[src/etsf_pkg.sv]
// Shared constants and types of the endpoint 0 transmit status block
package etsf_pkg;

    // Register byte offsets on the Wishbone bus
    localparam logic [7:0] ETSF_OFS_TX_STATUS = 8'h00;
    localparam logic [7:0] ETSF_OFS_TX_FLAGS  = 8'h04;
    localparam logic [7:0] ETSF_OFS_RX_DATA   = 8'h08;
    localparam logic [7:0] ETSF_OFS_TX_CTRL   = 8'h0C;
    localparam logic [7:0] ETSF_OFS_TX_DATA   = 8'h10;
    localparam logic [7:0] ETSF_OFS_INT_STAT  = 8'h14;

    // Transmit status field positions
    localparam int ETSF_ST_TOGGLE = 7;
    localparam int ETSF_ST_STAGE  = 4;
    localparam int ETSF_ST_STALL  = 3;
    localparam int ETSF_ST_NACK   = 2;
    localparam int ETSF_ST_ERROR  = 1;
    localparam int ETSF_ST_ACK    = 0;

    // Transmit FIFO flag positions
    localparam int ETSF_FL_EMPTY = 3;
    localparam int ETSF_FL_FULL  = 2;
    localparam int ETSF_FL_TX_FIFO_UNDERRUN_FLAG  = 1;
    localparam int ETSF_FL_TX_FIFO_OVERRUN_FLAG  = 0;

    // Transmit control field positions
    localparam int ETSF_CT_CLEAR = 7;
    localparam int ETSF_CT_STALL = 3;

    // Interrupt status field position
    localparam int ETSF_IS_TXINT = 0;

    // Reset values
    localparam logic ETSF_RST_TOGGLE = 1'b0;
    localparam logic ETSF_RST_EMPTY  = 1'b1;
    localparam logic ETSF_RST_BIT    = 1'b0;

    // FIFO geometry
    localparam int ETSF_FIFO_W  = 8;
    localparam int ETSF_FIFO_D  = 8;
    localparam int ETSF_FIFO_AW = 3;

    // Data PID select: value of the PID select output
    localparam logic ETSF_PID_DATA0 = 1'b0;
    localparam logic ETSF_PID_DATA1 = 1'b1;

    // Answer chosen for an IN token, one-hot
    typedef enum logic [2:0] {
        ETSF_RESP_DATA  = 3'b001,
        ETSF_RESP_NACK  = 3'b010,
        ETSF_RESP_STALL = 3'b100
    } etsf_resp_t;

endpackage : etsf_pkg

[src/etsf_ep0_status.sv]
// Endpoint 0 transmit status, FIFO flags and receive data port
// Summary of operation
// - Setup success sets data toggle; each good IN data stage inverts it.
// - Toggle 0 sends DATA0 PID, toggle 1 sends DATA1 PID next.
// - Data toggle is read-only to software and zero after reset.
// - Status stage sets stage flag; next setup start clears it.
// - Stall status set at IN end when STALL was answered.
// - Stall control set means every valid IN gets STALL.
// - No-ack status set at IN end when NACK was answered.
// - Valid IN gets NACK when no transmit data is ready.
// - Error status set at IN end when any transfer error occurred.
// - Stall, no-ack, error refresh at every IN end; software cannot write.
// - Host-acked data sets ack status and the transmit interrupt bit.
// - Software clears ack by writing 0 to it; setup start also clears it.
// - Empty flag high while transmit FIFO empty; set after reset.
// - Full flag high while transmit FIFO full; zero after reset.
// - Transmit read of empty FIFO sets under-run and interrupt bit.
// - Software write to full FIFO sets over-run and interrupt bit.
// - Completed FIFO clear drops under-run, over-run and interrupt bit.
// - Receive FIFO delivers one byte per read of its data port.
// - Clear bit resets pointers, sets empty, clears flags, self-clears.
`timescale 1ns/1ps
module etsf_ep0_status
    import etsf_pkg::*;
(
    input  wire logic                   CLK,
    input  wire logic                   RST_N,
    input  wire logic                   WB_CYC_I,
    input  wire logic                   WB_STB_I,
    input  wire logic                   WB_WE_I,
    input  wire logic [7:0]             WB_ADR_I,
    input  wire logic [3:0]             WB_SEL_I,
    input  wire logic [31:0]            WB_DAT_I,
    output logic      [31:0]            WB_DAT_O,
    output logic                        WB_ACK_O,
    input  wire logic                   SETUP_BEGIN,
    input  wire logic                   SETUP_DONE,
    input  wire logic                   STATUS_STAGE,
    input  wire logic                   IN_TOKEN,
    input  wire logic                   IN_DONE,
    input  wire logic                   IN_HOST_ACK,
    input  wire logic                   IN_ERROR,
    output etsf_resp_t                  IN_RESP,
    output logic                        IN_PID_DATA1,
    input  wire logic                   TX_RD,
    output logic      [ETSF_FIFO_W-1:0] TX_RD_DATA,
    input  wire logic                   RX_WR,
    input  wire logic [ETSF_FIFO_W-1:0] RX_WR_DATA,
    output logic                        RX_FULL,
    output logic                        EP0_TX_INT
);
    import etsf_pkg::*;

    // Bus side state
    logic        ack_r;
    logic [31:0] dat_r;

    // Status and control state
    logic       toggle_r;
    logic       stage_r;
    logic       stall_st_r;
    logic       nack_st_r;
    logic       err_st_r;
    logic       ack_st_r;
    logic       tx_fifo_underrun_flag_r;
    logic       tx_fifo_overrun_flag_r;
    logic       txint_r;
    logic       clr_r;
    logic       stall_ctl_r;
    etsf_resp_t resp_r;
    logic       pid_r;
    logic [7:0] txrd_r;
    logic       rxfull_r;

    // FIFO status
    wire                   tx_empty;
    wire                   tx_full;
    wire                   rx_full;
    wire [ETSF_FIFO_W-1:0] tx_head;
    wire [ETSF_FIFO_W-1:0] rx_head;

    // Word-aligned decode helper (address bits 1:0 ignored), used for every register hit
    function automatic logic hit(input logic [7:0] adr,
                                 input logic [7:0] ofs);
        hit = (adr[7:2] == ofs[7:2]);
    endfunction : hit

    // Wishbone request decode; one access per request, ack a cycle later
    wire bus_req   = WB_CYC_I && WB_STB_I && !ack_r;
    wire bus_wr    = bus_req && WB_WE_I && WB_SEL_I[0];
    wire bus_rd    = bus_req && !WB_WE_I;
    wire wr_status = bus_wr && hit(WB_ADR_I, ETSF_OFS_TX_STATUS);
    wire wr_ctrl   = bus_wr && hit(WB_ADR_I, ETSF_OFS_TX_CTRL);
    wire wr_txdata = bus_wr && hit(WB_ADR_I, ETSF_OFS_TX_DATA);
    wire rd_rxdata = bus_rd && hit(WB_ADR_I, ETSF_OFS_RX_DATA);

    // Transaction results at the end of an IN, FIFO under-run and over-run events, software ack clear
    wire in_was_data  = (resp_r == ETSF_RESP_DATA);
    wire data_ok      = IN_DONE && in_was_data && IN_HOST_ACK && !IN_ERROR;
    wire tx_fifo_underrun_flag_set     = TX_RD && tx_empty;
    wire tx_fifo_overrun_flag_set     = wr_txdata && tx_full;
    wire int_set      = data_ok || tx_fifo_underrun_flag_set || tx_fifo_overrun_flag_set;
    wire ack_clr_sw   = wr_status && !WB_DAT_I[ETSF_ST_ACK];

    // Answer for an IN token: stall beats nack beats data
    wire etsf_resp_t resp_nxt =
        stall_ctl_r ? ETSF_RESP_STALL :
        tx_empty    ? ETSF_RESP_NACK  :
                      ETSF_RESP_DATA;

    // Register read mux; reserved bits are tied to zero
    wire [7:0] st_byte = {toggle_r, 2'b00, stage_r, stall_st_r,
                          nack_st_r, err_st_r, ack_st_r};
    wire [7:0] fl_byte = {4'h0, tx_empty, tx_full,
                          tx_fifo_underrun_flag_r, tx_fifo_overrun_flag_r};
    wire [7:0] ct_byte = {clr_r, 3'b000, stall_ctl_r, 3'b000};
    wire [7:0] is_byte = {7'h00, txint_r};
    wire [7:0] rd_byte =
        hit(WB_ADR_I, ETSF_OFS_TX_STATUS) ? st_byte :
        hit(WB_ADR_I, ETSF_OFS_TX_FLAGS)  ? fl_byte :
        hit(WB_ADR_I, ETSF_OFS_RX_DATA)   ? rx_head :
        hit(WB_ADR_I, ETSF_OFS_TX_CTRL)   ? ct_byte :
        hit(WB_ADR_I, ETSF_OFS_INT_STAT)  ? is_byte : 8'h00;

    // Next values of the status bits
    wire toggle_nxt = SETUP_DONE ? 1'b1 :
                      data_ok    ? !toggle_r : toggle_r;
    wire stage_nxt  = STATUS_STAGE ? 1'b1 :
                      SETUP_BEGIN  ? 1'b0 : stage_r;
    wire ack_nxt    = data_ok     ? 1'b1 :
                      SETUP_BEGIN ? 1'b0 :
                      ack_clr_sw  ? 1'b0 : ack_st_r;
    wire tx_fifo_underrun_flag_nxt   = tx_fifo_underrun_flag_set ? 1'b1 : clr_r ? 1'b0 : tx_fifo_underrun_flag_r;
    wire tx_fifo_overrun_flag_nxt   = tx_fifo_overrun_flag_set ? 1'b1 : clr_r ? 1'b0 : tx_fifo_overrun_flag_r;
    wire txint_nxt  = int_set ? 1'b1 :
                      (clr_r || ack_clr_sw) ? 1'b0 : txint_r;
    wire clr_nxt    = wr_ctrl && WB_DAT_I[ETSF_CT_CLEAR];
    wire stl_nxt    = wr_ctrl     ? WB_DAT_I[ETSF_CT_STALL] :
                      SETUP_DONE  ? 1'b0 : stall_ctl_r;

    // Transmit FIFO, filled by software, drained by the transmit logic
    etsf_byte_fifo u_tx_fifo (
        .clk   (CLK),
        .rst_n (RST_N),
        .clr   (clr_r),
        .wr    (wr_txdata),
        .wdata (WB_DAT_I[7:0]),
        .rd    (TX_RD),
        .rdata (tx_head),
        .empty (tx_empty),
        .full  (tx_full)
    );

    // Receive FIFO, filled by the USB side, drained a byte per read
    etsf_byte_fifo u_rx_fifo (
        .clk   (CLK),
        .rst_n (RST_N),
        .clr   (1'b0),
        .wr    (RX_WR),
        .wdata (RX_WR_DATA),
        .rd    (rd_rxdata),
        .rdata (rx_head),
        .empty (),
        .full  (rx_full)
    );

    // Bus answer; unmapped reads return zero, unmapped writes are dropped
    always_ff @(posedge CLK or negedge RST_N) begin
        if (!RST_N) begin
            ack_r <= 1'b0;
            dat_r <= 32'h0000_0000;
        end else begin
            ack_r <= bus_req;
            dat_r <= bus_rd ? {24'h00_0000, rd_byte} : 32'h0000_0000;
        end
    end

    // Status bits; an event in the cycle of a clear always wins
    always_ff @(posedge CLK or negedge RST_N) begin
        if (!RST_N) begin
            toggle_r   <= ETSF_RST_TOGGLE;
            stage_r    <= ETSF_RST_BIT;
            ack_st_r   <= ETSF_RST_BIT;
            tx_fifo_underrun_flag_r     <= ETSF_RST_BIT;
            tx_fifo_overrun_flag_r     <= ETSF_RST_BIT;
            txint_r    <= ETSF_RST_BIT;
        end else begin
            toggle_r   <= toggle_nxt;
            stage_r    <= stage_nxt;
            ack_st_r   <= ack_nxt;
            tx_fifo_underrun_flag_r     <= tx_fifo_underrun_flag_nxt;
            tx_fifo_overrun_flag_r     <= tx_fifo_overrun_flag_nxt;
            txint_r    <= txint_nxt;
        end
    end

    // Handshake results refresh at each IN end and never by software
    always_ff @(posedge CLK or negedge RST_N) begin
        if (!RST_N) begin
            stall_st_r <= ETSF_RST_BIT;
            nack_st_r  <= ETSF_RST_BIT;
            err_st_r   <= ETSF_RST_BIT;
        end else if (IN_DONE) begin
            stall_st_r <= (resp_r == ETSF_RESP_STALL);
            nack_st_r  <= (resp_r == ETSF_RESP_NACK);
            err_st_r   <= IN_ERROR;
        end
    end

    // Control bits; the clear bit lives for exactly one cycle
    always_ff @(posedge CLK or negedge RST_N) begin
        if (!RST_N) begin
            clr_r       <= ETSF_RST_BIT;
            stall_ctl_r <= ETSF_RST_BIT;
        end else begin
            clr_r       <= clr_nxt;
            stall_ctl_r <= stl_nxt;
        end
    end

    // IN answer and PID latched at the token so they hold for the packet
    always_ff @(posedge CLK or negedge RST_N) begin
        if (!RST_N) begin
            resp_r <= ETSF_RESP_NACK;
            pid_r  <= ETSF_PID_DATA0;
        end else if (IN_TOKEN) begin
            resp_r <= resp_nxt;
            pid_r  <= toggle_r ? ETSF_PID_DATA1 : ETSF_PID_DATA0;
        end
    end

    // Transmit byte goes out registered; an empty read returns zero
    always_ff @(posedge CLK or negedge RST_N) begin
        if (!RST_N) begin
            txrd_r   <= 8'h00;
            rxfull_r <= 1'b0;
        end else begin
            txrd_r   <= TX_RD ? (tx_empty ? 8'h00 : tx_head) : txrd_r;
            rxfull_r <= rx_full;
        end
    end

    assign WB_ACK_O     = ack_r;
    assign WB_DAT_O     = dat_r;
    assign IN_RESP      = resp_r;
    assign IN_PID_DATA1 = pid_r;
    assign TX_RD_DATA   = txrd_r;
    assign RX_FULL      = rxfull_r;
    assign EP0_TX_INT   = txint_r;

    // Checks on toggle, answer choice and flag behaviour
    a_toggle_setup: assert property (
        @(posedge CLK) disable iff (!RST_N)
        SETUP_DONE |=> toggle_r)
        else $error("toggle not set after setup");

    a_toggle_flip: assert property (
        @(posedge CLK) disable iff (!RST_N)
        data_ok && !SETUP_DONE |=> toggle_r != $past(toggle_r))
        else $error("toggle not inverted after good IN");

    a_pid_select: assert property (
        @(posedge CLK) disable iff (!RST_N)
        IN_TOKEN |=> IN_PID_DATA1 == $past(toggle_r))
        else $error("data PID does not follow toggle");

    a_stall_answer: assert property (
        @(posedge CLK) disable iff (!RST_N)
        IN_TOKEN && stall_ctl_r |=> IN_RESP == ETSF_RESP_STALL)
        else $error("stall control not answered with STALL");

    a_nack_answer: assert property (
        @(posedge CLK) disable iff (!RST_N)
        IN_TOKEN && !stall_ctl_r && tx_empty
        |=> IN_RESP == ETSF_RESP_NACK)
        else $error("empty FIFO not answered with NACK");

    a_result_bits: assert property (
        @(posedge CLK) disable iff (!RST_N)
        IN_DONE |=> stall_st_r == ($past(resp_r) == ETSF_RESP_STALL)
                 && nack_st_r == ($past(resp_r) == ETSF_RESP_NACK)
                 && err_st_r == $past(IN_ERROR))
        else $error("IN result bits not refreshed");

    a_ack_int: assert property (
        @(posedge CLK) disable iff (!RST_N)
        data_ok |=> ack_st_r && EP0_TX_INT)
        else $error("host ack did not set ack and interrupt");

    a_overrun_set: assert property (
        @(posedge CLK) disable iff (!RST_N)
        tx_fifo_overrun_flag_set |=> (tx_fifo_overrun_flag_r && EP0_TX_INT) [*2])
        else $error("overrun flag or interrupt missing");

    // A clear in the same cycle must not hide the under-run
    a_underrun_set: assert property (
        @(posedge CLK) disable iff (!RST_N)
        tx_fifo_underrun_flag_set |=> tx_fifo_underrun_flag_r && EP0_TX_INT)
        else $error("underrun flag or interrupt missing");

    a_clear_auto: assert property (
        @(posedge CLK) disable iff (!RST_N)
        clr_r && !wr_ctrl ##0 !tx_fifo_underrun_flag_set && !tx_fifo_overrun_flag_set && !int_set
        |=> !clr_r && tx_empty && !tx_fifo_underrun_flag_r && !tx_fifo_overrun_flag_r)
        else $error("FIFO clear did not complete");

    // Checks on clears, flags that hold and the receive port
    a_stage_set: assert property (
        @(posedge CLK) disable iff (!RST_N)
        STATUS_STAGE |=> stage_r)
        else $error("status stage flag not set");

    a_stage_clear: assert property (
        @(posedge CLK) disable iff (!RST_N)
        SETUP_BEGIN && !STATUS_STAGE |=> !stage_r)
        else $error("status stage flag not cleared by setup");

    a_ack_clear: assert property (
        @(posedge CLK) disable iff (!RST_N)
        (SETUP_BEGIN || ack_clr_sw) && !data_ok |=> !ack_st_r)
        else $error("ack status not cleared");

    a_toggle_ro: assert property (
        @(posedge CLK) disable iff (!RST_N)
        wr_status && !SETUP_DONE && !data_ok |=> $stable(toggle_r))
        else $error("software changed the data toggle");

    a_full_hold: assert property (
        @(posedge CLK) disable iff (!RST_N)
        tx_full && !TX_RD && !clr_r |=> tx_full)
        else $error("full flag dropped without a read");

    a_clear_int: assert property (
        @(posedge CLK) disable iff (!RST_N)
        clr_r && !int_set |=> !EP0_TX_INT && !tx_fifo_underrun_flag_r && !tx_fifo_overrun_flag_r)
        else $error("FIFO clear left a flag or interrupt set");

    a_empty_clear: assert property (
        @(posedge CLK) disable iff (!RST_N)
        clr_r |=> tx_empty && !tx_full)
        else $error("FIFO clear did not leave it empty");

    a_rx_read: assert property (
        @(posedge CLK) disable iff (!RST_N)
        rd_rxdata |=> WB_DAT_O == {24'h00_0000, $past(rx_head)})
        else $error("receive byte not returned on read");

    a_tx_fifo_underrun_flag_hold: assert property (
        @(posedge CLK) disable iff (!RST_N)
        tx_fifo_underrun_flag_r && !clr_r |=> tx_fifo_underrun_flag_r)
        else $error("underrun flag dropped before a clear");

endmodule : etsf_ep0_status

[src/etsf_byte_fifo.sv]
// Byte FIFO with synchronous clear, used for transmit and receive data
`timescale 1ns/1ps
module etsf_byte_fifo
    import etsf_pkg::*;
(
    input  wire logic                   clk,
    input  wire logic                   rst_n,
    input  wire logic                   clr,
    input  wire logic                   wr,
    input  wire logic [ETSF_FIFO_W-1:0] wdata,
    input  wire logic                   rd,
    output logic      [ETSF_FIFO_W-1:0] rdata,
    output logic                        empty,
    output logic                        full
);

    logic [ETSF_FIFO_W-1:0]  mem [ETSF_FIFO_D];
    logic [ETSF_FIFO_AW-1:0] wp_r;
    logic [ETSF_FIFO_AW-1:0] rp_r;
    logic [ETSF_FIFO_AW:0]   cnt_r;
    wire                     do_wr;
    wire                     do_rd;

    // Writes to a full FIFO and reads from an empty one are dropped
    assign do_wr = wr && !full && !clr;
    assign do_rd = rd && !empty && !clr;
    assign empty = (cnt_r == '0);
    assign full  = (cnt_r == (ETSF_FIFO_AW+1)'(ETSF_FIFO_D));
    assign rdata = mem[rp_r];

    // Storage needs no reset; the pointers decide what is valid
    always_ff @(posedge clk) begin
        if (do_wr) begin
            mem[wp_r] <= wdata;
        end
    end

    // Pointers and fill count; clear wins over any access
    always_ff @(posedge clk or negedge rst_n) begin
        if (!rst_n) begin
            wp_r  <= '0;
            rp_r  <= '0;
            cnt_r <= '0;
        end else if (clr) begin
            wp_r  <= '0;
            rp_r  <= '0;
            cnt_r <= '0;
        end else begin
            wp_r  <= do_wr ? wp_r + 1'b1 : wp_r;
            rp_r  <= do_rd ? rp_r + 1'b1 : rp_r;
            cnt_r <= cnt_r + {{ETSF_FIFO_AW{1'b0}}, do_wr}
                           - {{ETSF_FIFO_AW{1'b0}}, do_rd};
        end
    end

endmodule : etsf_byte_fifo

[config.mk]
export PLATFORM = sky130hd
export DESIGN_NAME = etsf_ep0_status
export DESIGN_NICKNAME = d
export VERILOG_FILES = /design/src/etsf_pkg.sv /design/src/etsf_ep0_status.sv /design/src/etsf_byte_fifo.sv
export SDC_FILE = /design/constraint.sdc
export NUM_CORES = 1
export LEC_CHECK = 0
export BUFFER_PORTS_ARGS = -buffer_cell sky130_fd_sc_hd__buf_2
export CAP_MARGIN = 25
export CORE_MARGIN = 1
export CORE_UTILIZATION = 45
export DETAILED_ROUTE_END_ITERATION = 8
export GPL_TIMING_DRIVEN = 1
export PLACE_DENSITY = 0.76
export RECOVER_POWER = 50
export SYNTH_ARGS = -nofsm -noshare
export SYNTH_HDL_FRONTEND = slang
export SYNTH_SLANG_ARGS = --single-unit
[constraint.sdc]
create_clock -name CLK -period 2.85 [get_ports CLK]
set_input_delay 0.285 -clock CLK [delete_from_list [all_inputs] [get_ports CLK]]
set_output_delay 0.285 -clock CLK [all_outputs]
set_load 0.02 [all_outputs]
==> run_results.csv, run 1 <==
group,metric,value,unit
outcome,status,"completed",
worst_setup_path,required,3160,ps
detailed_routing,routed_wl,15180,um
worst_setup_path,crit_arrival,3010,ps
floorplan,die-area,0.01753,mm^2
clock_network,cts_buffers,17,
placed_design,dpl_cell_area,0.008239,mm^2
worst_setup_path,r2r_end,"u_tx_fifo.cnt_r[2]$_DFF_PN0_",
logic_synthesis,ys_seq_area_share,67.59,%
worst_setup_path,criticalPathCategory,"reg2reg",
clock_network,htreeDepth,4,
sta,hold_violations,0,
sta,fin_crit,2705,ps
grt,grt_pass1_vias,4414,
power,comb_power_share,20.5,%
worst_setup_path,crit_start,"u_tx_fifo.cnt_r[2]$_DFF_PN0_",
detailed_routing,first_iter_violations,302,
placed_design,place_congestion,0.7945,
sta,setup_viol,0,
worst_setup_path,r2r-start,"u_tx_fifo.cnt_r[2]$_DFF_PN0_",
sta,timing.slew.headroom,26.28,%
floorplan,initial_core_util,46.14,%
detailed_routing,met3_wirelength,709,um
detailed_routing,ant_nets,0,
logic_synthesis,synthTopCellsByCount,"edfxtp_1 (128), dfrtp_1 (52), inv_1 (30), mux4_2 (30)",
layout,fin_nets,652,
logic_synthesis,async_reset_ff_share,29.28,%
power,p_leak,3.330,nW
logic_synthesis,yosys_register_bits,181,
logic_synthesis,synth.top_cell.area_share,50.24,%
sta,finalSetupTns,0,ps
layout,drive_gt1_share,21.51,%
grt,antenna_found_initial,0,
worst_setup_path,end_kind,"register",
power,peakVddDrop,0.0005013,V
worst_setup_path,crit_path_start_kind,"register",
grt,grt-ovfl-total,0,
clock_network,cts_tree,"yes",
power,internal_power,5.118,mW
logic_synthesis,syn_avg_cell_area,15.91,um^2
logic_synthesis,syn_area,0.007651,mm^2
detailed_routing,drc_errors,0,
logic_synthesis,synth_edf_count,128,
floorplan,die_h,132.4,um
clock_network,clockBufferDepth,2,
power,p_sw,2.194,mW
floorplan,core.rowCount,47,
worst_setup_path,worstRegToRegCells,11,
detailed_routing,dr.pass1.iters,6,
logic_synthesis,yosys_warnings,0,
placed_design,hpwlAfterDp,10380,um
power,p_total,7.312,mW
detailed_routing,vias,4240,
detailed_routing,routedWlPerCell,18.95,um
layout,syn_to_final_growth,15.00,%
min_path,hp-class,"in2reg",
clock_network,clk-insertion-delay-late,440,ps
sta,slew_viol_final,0,
power,power_density,831.1,mW/mm^2
sta,fmax,369.7,MHz
layout,diodes,0,
power,clkPwrFrac,32.6,%
sta,clock_skew,8.912,ps
floorplan,core,0.01658,mm^2
clock_network,cts_setup_buffers,0,
clock_network,cts.clk_slew.worst_paths,70,ps
detailed_routing,viasPerCell,5.293,
sta,worst_pin_slew,1106,ps
run,cap_viol_max_count,0,
detailed_routing,met2RoutedLength,8246,um
logic_synthesis,synthTopCellsByArea,"edfxtp_1 (50%), dfrtp_1 (17%), mux4_2 (8.8%), buf_4 (2.6%), ha_1 (2.6%)",
placed_design,io_buffers,59,
floorplan,io_pins,113,
detailed_routing,top_layer,"met4",
logic_synthesis,synthCells,481,
sta,grt_setup_unrepaired,"false",
power,switching_share,30.01,%
logic_synthesis,synth_top_area_cell,"edfxtp_1",
logic_synthesis,ys.flop_type,"edfxtp_1",
grt,grt_pass1_wl,23760,um
logic_synthesis,yosysMostFrequentCell,"edfxtp_1",
worst_setup_path,crit_path_max_fanout,5,
logic_synthesis,synth_cell_types,51,
layout,design_area,0.008798,mm^2
worst_setup_path,cp-endpoint,"u_tx_fifo.cnt_r[2]$_DFF_PN0_",
grt,grtUsageTotal,18.50,%
worst_setup_path,reg2reg_slack,140,ps
clock_network,root_buffer,"clkbuf_16",
power,seq_power_share,47.0,%
detailed_routing,wl_met1,5955,um
clock_network,clock_sinks,181,
grt,grt_max_degree,38,
sta,fin_crit_sh,94.92,%
floorplan,die_w,132.4,um
[flip-flops by register name (all words and copies together), names as in the netlist, 3 cells and up]
signal           count
WB_DAT_O             8
u_rx_fifo.rp_r       3
u_tx_fifo.rp_r       3
u_rx_fifo.wp_r       3
u_tx_fifo.cnt_r      4
u_tx_fifo.wp_r       3
u_tx_fifo.mem       64
u_rx_fifo.mem       64
u_rx_fifo.cnt_r      4
TX_RD_DATA           8
IN_RESP              3
[how the worst min path moves through the flow]
| stage | depth (start not counted) | slack, ps | start | endpoint |
|---|---|---|---|---|
| finish | 2 | 30 | STATUS_STAGE | stage_r$_DFFE_PN0P_ |
| detailed placement | 1 | 270 | RST_N | TX_RD_DATA[4]$_DFFE_PN0P_ |
| floorplan | 0 | -10 | RST_N | EP0_TX_INT$_DFFE_PN0P_ |
| global route | 2 | 20 | STATUS_STAGE | stage_r$_DFFE_PN0P_ |
| global placement | 1 | 250 | RST_N | TX_RD_DATA[4]$_DFFE_PN0P_ |
| CTS | 2 | 20 | STATUS_STAGE | stage_r$_DFFE_PN0P_ |
[worst max-delay path: stages (launching register included)]
cell,delay [ps]
dfrtp_1,370
inv_1,100
ha_1,190
or3b_2,530
nand2_1,120
nor2_1,50
ha_1,310
inv_1,60
ha_1,230
fa_1,410
xnor2_1,160
nor2_1,60
[timing repair]
item | 4_1_cts | 5_1_grt
endpoints found under the hold margin | 16 | 0
setup endpoints to repair | 0 | 0
resized for setup | 0 | 0
hold buffers | 1 | 0
[through the flow]
stage | instances | hold slack, ps | setup slack, ps | utilization (%)
detailed placement | 768 | 267.9 | 181.3 | 49.68
floorplan | 504 | -10.59 | 205.9 | -
global placement | 768 | 253.3 | 260.5 | 49.68
finish | 801 | 29.52 | 144.8 | 53.06
CTS | 801 | 17.74 | 135.2 | 53.42
global route | 801 | 24.35 | 17.28 | 53.06
[area by class of cell]
class | count | area (um^2)
multi-input cells | 252 | 2177
repair buffers | 86 | 452.9
well taps | 220 | 275.3
clock inverters | 15 | 183.9
flip-flops and latches | 181 | 5171
inverters | 30 | 112.6
clock buffers | 17 | 425.4
fillers | 1349 | 7785
[metal layers]
metal | vias up | GRT usage, %
met1 | 2162 | 21.29
met5 | - | 0
li1 | 1931 | -
met4 | 0 | 7.024
met2 | 121 | 32.95
met3 | 26 | 4.883
[cell usage in the layout (no fill, tap or decap), types with 2 or more instances in the layout]
cell type,count
a211o_1,2
a21o_1,3
a21oi_1,12
and2_1,2
and3_1,3
buf_2,23
buf_4,25
clkbuf_1,36
clkbuf_16,17
clkinv_4,3
clkinv_8,2
conb_1,24
dfrtp_1,52
edfxtp_1,128
fa_1,2
ha_1,16
inv_1,30
inv_8,7
mux2_2,6
mux2i_1,18
mux4_2,30
nand2_1,18
nand2b_1,8
nand3_1,8
nand3b_1,2
nand4_1,3
nand4b_1,2
nor2_1,27
nor2b_1,6
nor3_1,9
o21ai_0,7
o22ai_1,13
or4_4,2
xnor2_1,6
xor2_1,5
[power groups by stage]
stage          Combinational (mW)  Clock, mW  Sequential, mW
3_3_place_gp                 1.45          0            3.46
6_report                     1.50       2.38            3.43
4_1_cts                      1.54       2.42            3.44
2_1_floorplan                1.15          0            3.41
5_1_grt                      1.66       2.52            3.47
3_5_place_dp                 1.52          0            3.49
[logic make-up (layout without fill, tap and decap cells)]
kind of cell | after synthesis | in the layout | synth area share [%]
compound gates | 44 | 44 | 3.565
flops | 181 | 181 | 67.59
mux | 55 | 55 | 12.26
other cells | 1 | 24 | 0.04901
fa+ha+maj | 18 | 18 | 3.140
simple gates | 100 | 100 | 7.212
xor+xnor | 11 | 11 | 1.259
buf+inv | 71 | 148 | 4.922
(Power assumes the default switching activity.)
==> run 2, diff against run 1 <==
--- a/config.mk
+++ b/config.mk
@@ -7,7 +7,7 @@
 export LEC_CHECK = 0
 export BUFFER_PORTS_ARGS = -buffer_cell sky130_fd_sc_hd__buf_2
 export CAP_MARGIN = 25
-export CORE_MARGIN = 1
+export CORE_MARGIN = 2
 export CORE_UTILIZATION = 45
 export DETAILED_ROUTE_END_ITERATION = 8
 export GPL_TIMING_DRIVEN = 1
==> run 2 against run 1 <==
The run now ends with capacitance limit, slew limit left. Die area rose by 3.0%. Non-clock buffer count did not move. Clock skew rose by 0.59 ps.
==> run_results.csv, run 2 (synthesis results as in run 1) <==
group,metric,value,unit
layout,fin_util,52.66,%
layout,diodes,0,
layout,reg_top3,"u_rx_fifo.mem x64, u_tx_fifo.mem x64",
worst_setup_path,worst_path_largest_cell_delay,530,ps
layout,syn_to_final_growth,14.15,%
layout,drive_gt1_share,20.65,%
worst_setup_path,cp_num_buf_inv,2,
sta,timing.slew.headroom,-6.577,%
worst_setup_path,crit_start,"u_tx_fifo.cnt_r[2]$_DFF_PN0_",
clock_network,cts_tree,"yes",
detailed_routing,ant_nets,0,
sta,grt_setup_unrepaired,"false",
worst_setup_path,cp-endpoint,"u_tx_fifo.cnt_r[2]$_DFF_PN0_",
clock_network,clk-insertion-delay-late,430,ps
sta,setup_viol,0,
floorplan,die_h,134.4,um
detailed_routing,vias,4196,
clock_network,cts_buffers,17,
worst_setup_path,crit_arrival,2950,ps
grt,antenna_found_initial,0,
clock_network,htreeDepth,4,
power,peakVddDrop,0.0005337,V
worst_setup_path,path_common_cell,"ha_1",
power,power_density,815.8,mW/mm^2
floorplan,initial_core_util,46.14,%
detailed_routing,routed_wl,14780,um
detailed_routing,drc_errors,0,
grt,grt_pass1_wl,23290,um
worst_setup_path,crit_path_start_kind,"register",
layout,layout_common_cells,"edfxtp_1 (128), dfrtp_1 (52), clkbuf_1 (40)",
floorplan,io_pins,113,
placed_design,io_buffers,59,
sta,clock_skew,9.497,ps
outcome,violations,"capacitance limit, slew limit",
sta,fin_crit,2628,ps
sta,hold_violations,0,
sta,slew_viol_final,27,
worst_setup_path,crit_path_max_fanout,5,
sta,finalSetupTns,0,ps
worst_setup_path,required,3170,ps
floorplan,die_w,134.4,um
clock_network,root_buffer,"clkbuf_16",
layout,final_common_cell,"edfxtp_1",
clock_network,cts_setup_buffers,0,
clock_network,cts.clk_slew.worst_paths,70,ps
floorplan,die-area,0.01806,mm^2
worst_setup_path,worstRegToRegCells,11,
layout,fin_nets,652,
worst_setup_path,end_kind,"register",
worst_setup_path,cp_slowest_cell,"or3b_2",
detailed_routing,first_iter_violations,221,
placed_design,place_congestion,0.8396,
detailed_routing,routedWlPerCell,18.45,um
min_path,hp-class,"in2reg",
outcome,status,"finished with violations",
clock_network,clockBufferDepth,2,
run,cap_viol_max_count,1,
worst_setup_path,critPathTopFamily,"adder cells",
sta,fmax,380.6,MHz
floorplan,core,0.01658,mm^2
worst_setup_path,reg2reg_slack,220,ps
grt,grt_pass1_vias,4321,
worst_setup_path,r2r_end,"u_tx_fifo.cnt_r[2]$_DFF_PN0_",
power,p_leak,3.281,nW
placed_design,hpwlAfterDp,10110,um
worst_setup_path,r2r-start,"u_tx_fifo.cnt_r[2]$_DFF_PN0_",
worst_setup_path,crit_chain,"inv_1 -> ha_1 -> or3b_2 -> nand2_1 -> nor2_1 -> ha_1 -> inv_1 -> ha_1 -> fa_1 -> xnor2_1 -> nor2_1",
floorplan,core.rowCount,47,
detailed_routing,dr.pass1.iters,4,
sta,fin_crit_sh,92.20,%
clock_network,clock_sinks,181,
grt,grt-ovfl-total,0,
grt,grt_max_degree,29,
worst_setup_path,cp.depth,11,
detailed_routing,viasPerCell,5.238,
grt,grtUsageTotal,17.43,%
sta,worst_pin_slew,1599,ps
worst_setup_path,criticalPathCategory,"reg2reg",
[run 2: cell type report]
type,instances,area (um^2)
clock inverter,13,116.4
sequential,181,5171
clock buffer,19,442.9
multi-input combinational,252,2166
inverter,30,112.6
tap,220,275.3
fill,1372,7850
timing repair buffer,86,449.2
[run 2: through the flow]
stage	instance area, um^2	hold slack [ps]	power [mW]	std cells	setup WS, ps
finish	8733	49.73	7.124	801	222.3
global route	8733	42.41	7.493	801	108.3
CTS	8808	28.51	7.226	801	230.9
detailed placement	8239	355.5	5.011	768	240.1
global placement	8239	330.6	4.902	768	302.0
floorplan	7737	-10.59	4.556	504	205.9
[run 2: how the worst min path moves through the flow]
stage                            start                        end  slack [ps]  depth (start not counted)
final                     STATUS_STAGE        stage_r$_DFFE_PN0P_          50                          2
after global placement           RST_N  TX_RD_DATA[2]$_DFFE_PN0P_         330                          1
after global routing      STATUS_STAGE        stage_r$_DFFE_PN0P_          40                          2
after floorplan                  RST_N     EP0_TX_INT$_DFFE_PN0P_         -10                          0
after detailed placement         RST_N  TX_RD_DATA[2]$_DFFE_PN0P_         360                          1
after CTS                 STATUS_STAGE        stage_r$_DFFE_PN0P_          30                          2
[run 2: report_power, final]
group / total, mW / internal, mW / switching (mW)
clock: 2.21 / 1.17 / 1.04
combinational: 1.51 / 0.695 / 0.813
sequential: 3.40 / 3.16 / 0.248
[run 2: layer usage]
layer | routed length [um] | part of all wire (%) | global-route usage (%)
met4 | 234 | 1.6 | 6.608
met5 | 0 | 0 | 0
met1 | 5972 | 40 | 21.78
met2 | 7761 | 53 | 30.02
met3 | 813 | 5.5 | 3.666
[run 2: repair_timing]
action / in CTS / in global routing
resized for setup: 0 / 0
hold buffers: 1 / 0
hold endpoints to repair: 25 / 0
==> run 3, diff against run 2 <==
--- a/config.mk
+++ b/config.mk
@@ -15,4 +15,5 @@
 export RECOVER_POWER = 50
 export SYNTH_ARGS = -nofsm -noshare
 export SYNTH_HDL_FRONTEND = slang
+export SYNTH_HIERARCHICAL = 1
 export SYNTH_SLANG_ARGS = --single-unit
==> run 3 against run 2 <==
The run ends with capacitance limit, slew limit, setup timing left. Synthesized cell count is 4.6% higher. Maximum frequency is 8.2% lower. Register-to-register slack worse by 240 ps. Cell count is 6.0% higher. Routed wire length is 4.7% higher. Flip-flop and latch count stayed put. Clock-buffer cell count stayed put. Combinational power is 11% lower. Setup slack worse by 240 ps. Die area is 4.0% higher. Global-route usage hardly changed. First-iteration DRC count is 11% higher. Critical endpoint is now u_tx_fifo/cnt_r[1]$_DFF_PN0_.
==> run_results.csv, run 3 <==
group,metric,value,unit
clock_network,cts_buffers,17,
worst_setup_path,r2r_end,"u_tx_fifo/cnt_r[1]$_DFF_PN0_",
detailed_routing,routedWlPerCell,18.23,um
logic_synthesis,synth.top_cell.area_share,48.24,%
logic_synthesis,ys_seq_area_share,64.90,%
clock_network,root_buffer,"clkbuf_16",
sta,fin_crit_sh,100.4,%
layout,design_area,0.009334,mm^2
logic_synthesis,yosys_register_bits,181,
floorplan,core,0.01730,mm^2
detailed_routing,viasPerCell,5.296,
floorplan,die_w,137.1,um
detailed_routing,vias,4496,
layout,layout_common_cells,"edfxtp_1 (128), dfrtp_1 (52), clkbuf_1 (38), buf_4 (38), conb_1 (32)",
sta,grt_setup_unrepaired,"true",
worst_setup_path,end_kind,"register",
grt,grt_pass1_vias,4656,
clock_network,cts.clk_slew.worst_paths,70,ps
logic_synthesis,synthCells,503,
layout,final_common_cell,"edfxtp_1",
detailed_routing,drc_errors,0,
min_path,hold_end,"stage_r$_DFFE_PN0P_",
clock_network,clock_sinks,181,
sta,fin_ws,-12.76,ps
grt,antenna_found_initial,0,
clock_network,cts_tree,"yes",
power,p_leak,3.564,nW
detailed_routing,first_iter_violations,246,
logic_synthesis,synthTopCellsByArea,"edfxtp_1 (48%), dfrtp_1 (16%), mux4_1 (7.9%), ha_1 (2.5%), buf_4 (2.3%)",
clock_network,clockBufferDepth,2,
floorplan,initial_core_util,46.06,%
min_path,hp-start,"STATUS_STAGE",
min_path,hp-class,"in2reg",
layout,seq_area,0.005171,mm^2
worst_setup_path,worstRegToRegCells,10,
grt,grt-ovfl-total,0,
grt,grt_pass1_wl,23820,um
worst_setup_path,crit_path_max_fanout,4,
floorplan,die-area,0.01879,mm^2
detailed_routing,routed_wl,15480,um
layout,fin_util,53.96,%
sta,whs,24.61,ps
run,cap_viol_max_count,1,
min_path,hold-path-cell-count,2,
layout,reg_top3,"u_rx_fifo/mem x64, u_tx_fifo/mem x64",
layout,multi_input_area,0.002608,mm^2
clock_network,htreeDepth,4,
logic_synthesis,yosysMostFrequentCell,"edfxtp_1",
sta,timing.slew.headroom,-30.54,%
sta,fmax,349.3,MHz
sta,worst_pin_slew,1958,ps
logic_synthesis,synthTopCellsByCount,"edfxtp_1 (128), dfrtp_1 (52), inv_1 (30)",
sta,clock_skew,8.982,ps
floorplan,io_pins,113,
logic_synthesis,async_reset_ff_share,29.28,%
clock_network,clk-insertion-delay-late,440,ps
power,peakVddDrop,0.0005445,V
layout,fill_cells,1382,
logic_synthesis,syn_avg_cell_area,15.84,um^2
logic_synthesis,synth_edf_count,128,
layout,fin_nets,695,
floorplan,die_h,137.1,um
worst_setup_path,criticalPathCategory,"reg2reg",
power,power_density,742.9,mW/mm^2
detailed_routing,dr.pass1.iters,4,
layout,diodes,0,
logic_synthesis,syn_area,0.007968,mm^2
grt,grt_max_degree,35,
layout,drive_gt1_share,23.88,%
worst_setup_path,reg2reg_slack,-10,ps
worst_setup_path,crit_arrival,3240,ps
logic_synthesis,synth_top_area_cell,"edfxtp_1",
sta,slew_viol_final,35,
sta,fin_crit,2863,ps
floorplan,core.rowCount,48,
logic_synthesis,synth_cell_types,49,
sta,hold_violations,0,
grt,grtUsageTotal,17.44,%
worst_setup_path,crit_path_start_kind,"register",
placed_design,io_buffers,59,
logic_synthesis,yosys_warnings,6,
worst_setup_path,required,3230,ps
outcome,violations,"capacitance limit, slew limit, setup timing",
logic_synthesis,ys.flop_type,"edfxtp_1",
placed_design,dpl_cell_area,0.008641,mm^2
placed_design,hpwlAfterDp,10670,um
layout,syn_to_final_growth,17.15,%
outcome,status,"finished with violations",
detailed_routing,ant_nets,0,
worst_setup_path,r2r-start,"WB_ACK_O$_DFF_PN0_",
placed_design,place_congestion,0.7956,
sta,setup_viol,1,
[run 3: critical path: stages (launching register included)]
cell and delay (ps):
dfrtp_1 380, nand3b_1 300, nor4_4 350, and3_4 230, inv_2 50, or3_4 390
ha_4 270, inv_2 30, ha_4 150, fa_2 520, nor2b_4 120
[run 3: cell families after synthesis]
family | share of synthesized area (%)
flip-flops | 64.90
AND/OR/NAND/NOR | 8.998
XOR/XNOR | 0.3298
multiplexers | 14.43
adder cells (fa/ha/maj) | 3.015
AO/OA/AOI/OAI | 3.172
other | 0.04707
buffers and inverters | 5.104
[run 3: report_power, final]
group          switching [mW]  leakage, nW  internal (mW)  total (mW)
logic                   0.664         1.44          0.685        1.35
clock network            1.01        0.300           1.40        2.40
registers               0.186         1.82           3.00        3.18
[run 3: worst max path at each step]
stage,from,endpoint,slack [ps],cells after the start
3_3_place_gp,WB_ADR_I[4],u_rx_fifo/cnt_r[1]$_DFF_PN0_,-40,11
4_1_cts,WB_ACK_O$_DFF_PN0_,u_rx_fifo/cnt_r[1]$_DFF_PN0_,5,11
5_1_grt,WB_ACK_O$_DFF_PN0_,u_tx_fifo/cnt_r[1]$_DFF_PN0_,-120,10
2_1_floorplan,WB_ACK_O$_DFF_PN0_,u_tx_fifo/cnt_r[2]$_DFF_PN0_,-7,11
3_5_place_dp,WB_ADR_I[4],u_rx_fifo/cnt_r[1]$_DFF_PN0_,-60,11
6_report,WB_ACK_O$_DFF_PN0_,u_tx_fifo/cnt_r[1]$_DFF_PN0_,-10,10
[run 3: area by class of cell]
cell class / instances / share of cell area [%]
inverter: 30 / 1.206
timing repair buffer: 99 / 5.965
tap: 225 / 3.016
multi-input combinational: 282 / 27.94
clock buffer: 19 / 4.638
sequential: 181 / 55.40
clock inverter: 13 / 1.836
[run 3: timing repair]
| action | 4_1_cts | 5_1_grt |
|---|---|---|
| pin swaps | 1 | 7 |
| resized for setup | 3 | 17 |
| hold endpoints to repair | 32 | 0 |
| buffers inserted | 1 | 3 |
| hold buffers | 1 | 0 |
| setup endpoints to repair | 3 | 5 |
[run 3: routing by layer]
metal	part of all wire (%)	wire length, um	track usage, %	vias up
li1	-	-	-	2058
met5	0	0	0	-
met3	5.6	864	4.852	26
met1	38	5933	18.94	2275
met4	2.1	327	7.446	0
met2	54	8351	31.73	137
[run 3: metrics by stage]
| stage | total power, mW | TNS (ps) | setup WS [ps] | instances |
|---|---|---|---|---|
| 2_1_floorplan | 4.236 | -6.690 | -6.690 | 534 |
| 3_5_place_dp | 4.557 | -156.2 | -62.10 | 812 |
| 5_1_grt | 7.238 | -267.5 | -123.5 | 849 |
| 3_3_place_gp | 4.469 | -48.02 | -43.37 | 812 |
| 4_1_cts | 6.960 | 0 | 5.134 | 846 |
| 6_report | 6.934 | -12.76 | -12.76 | 849 |
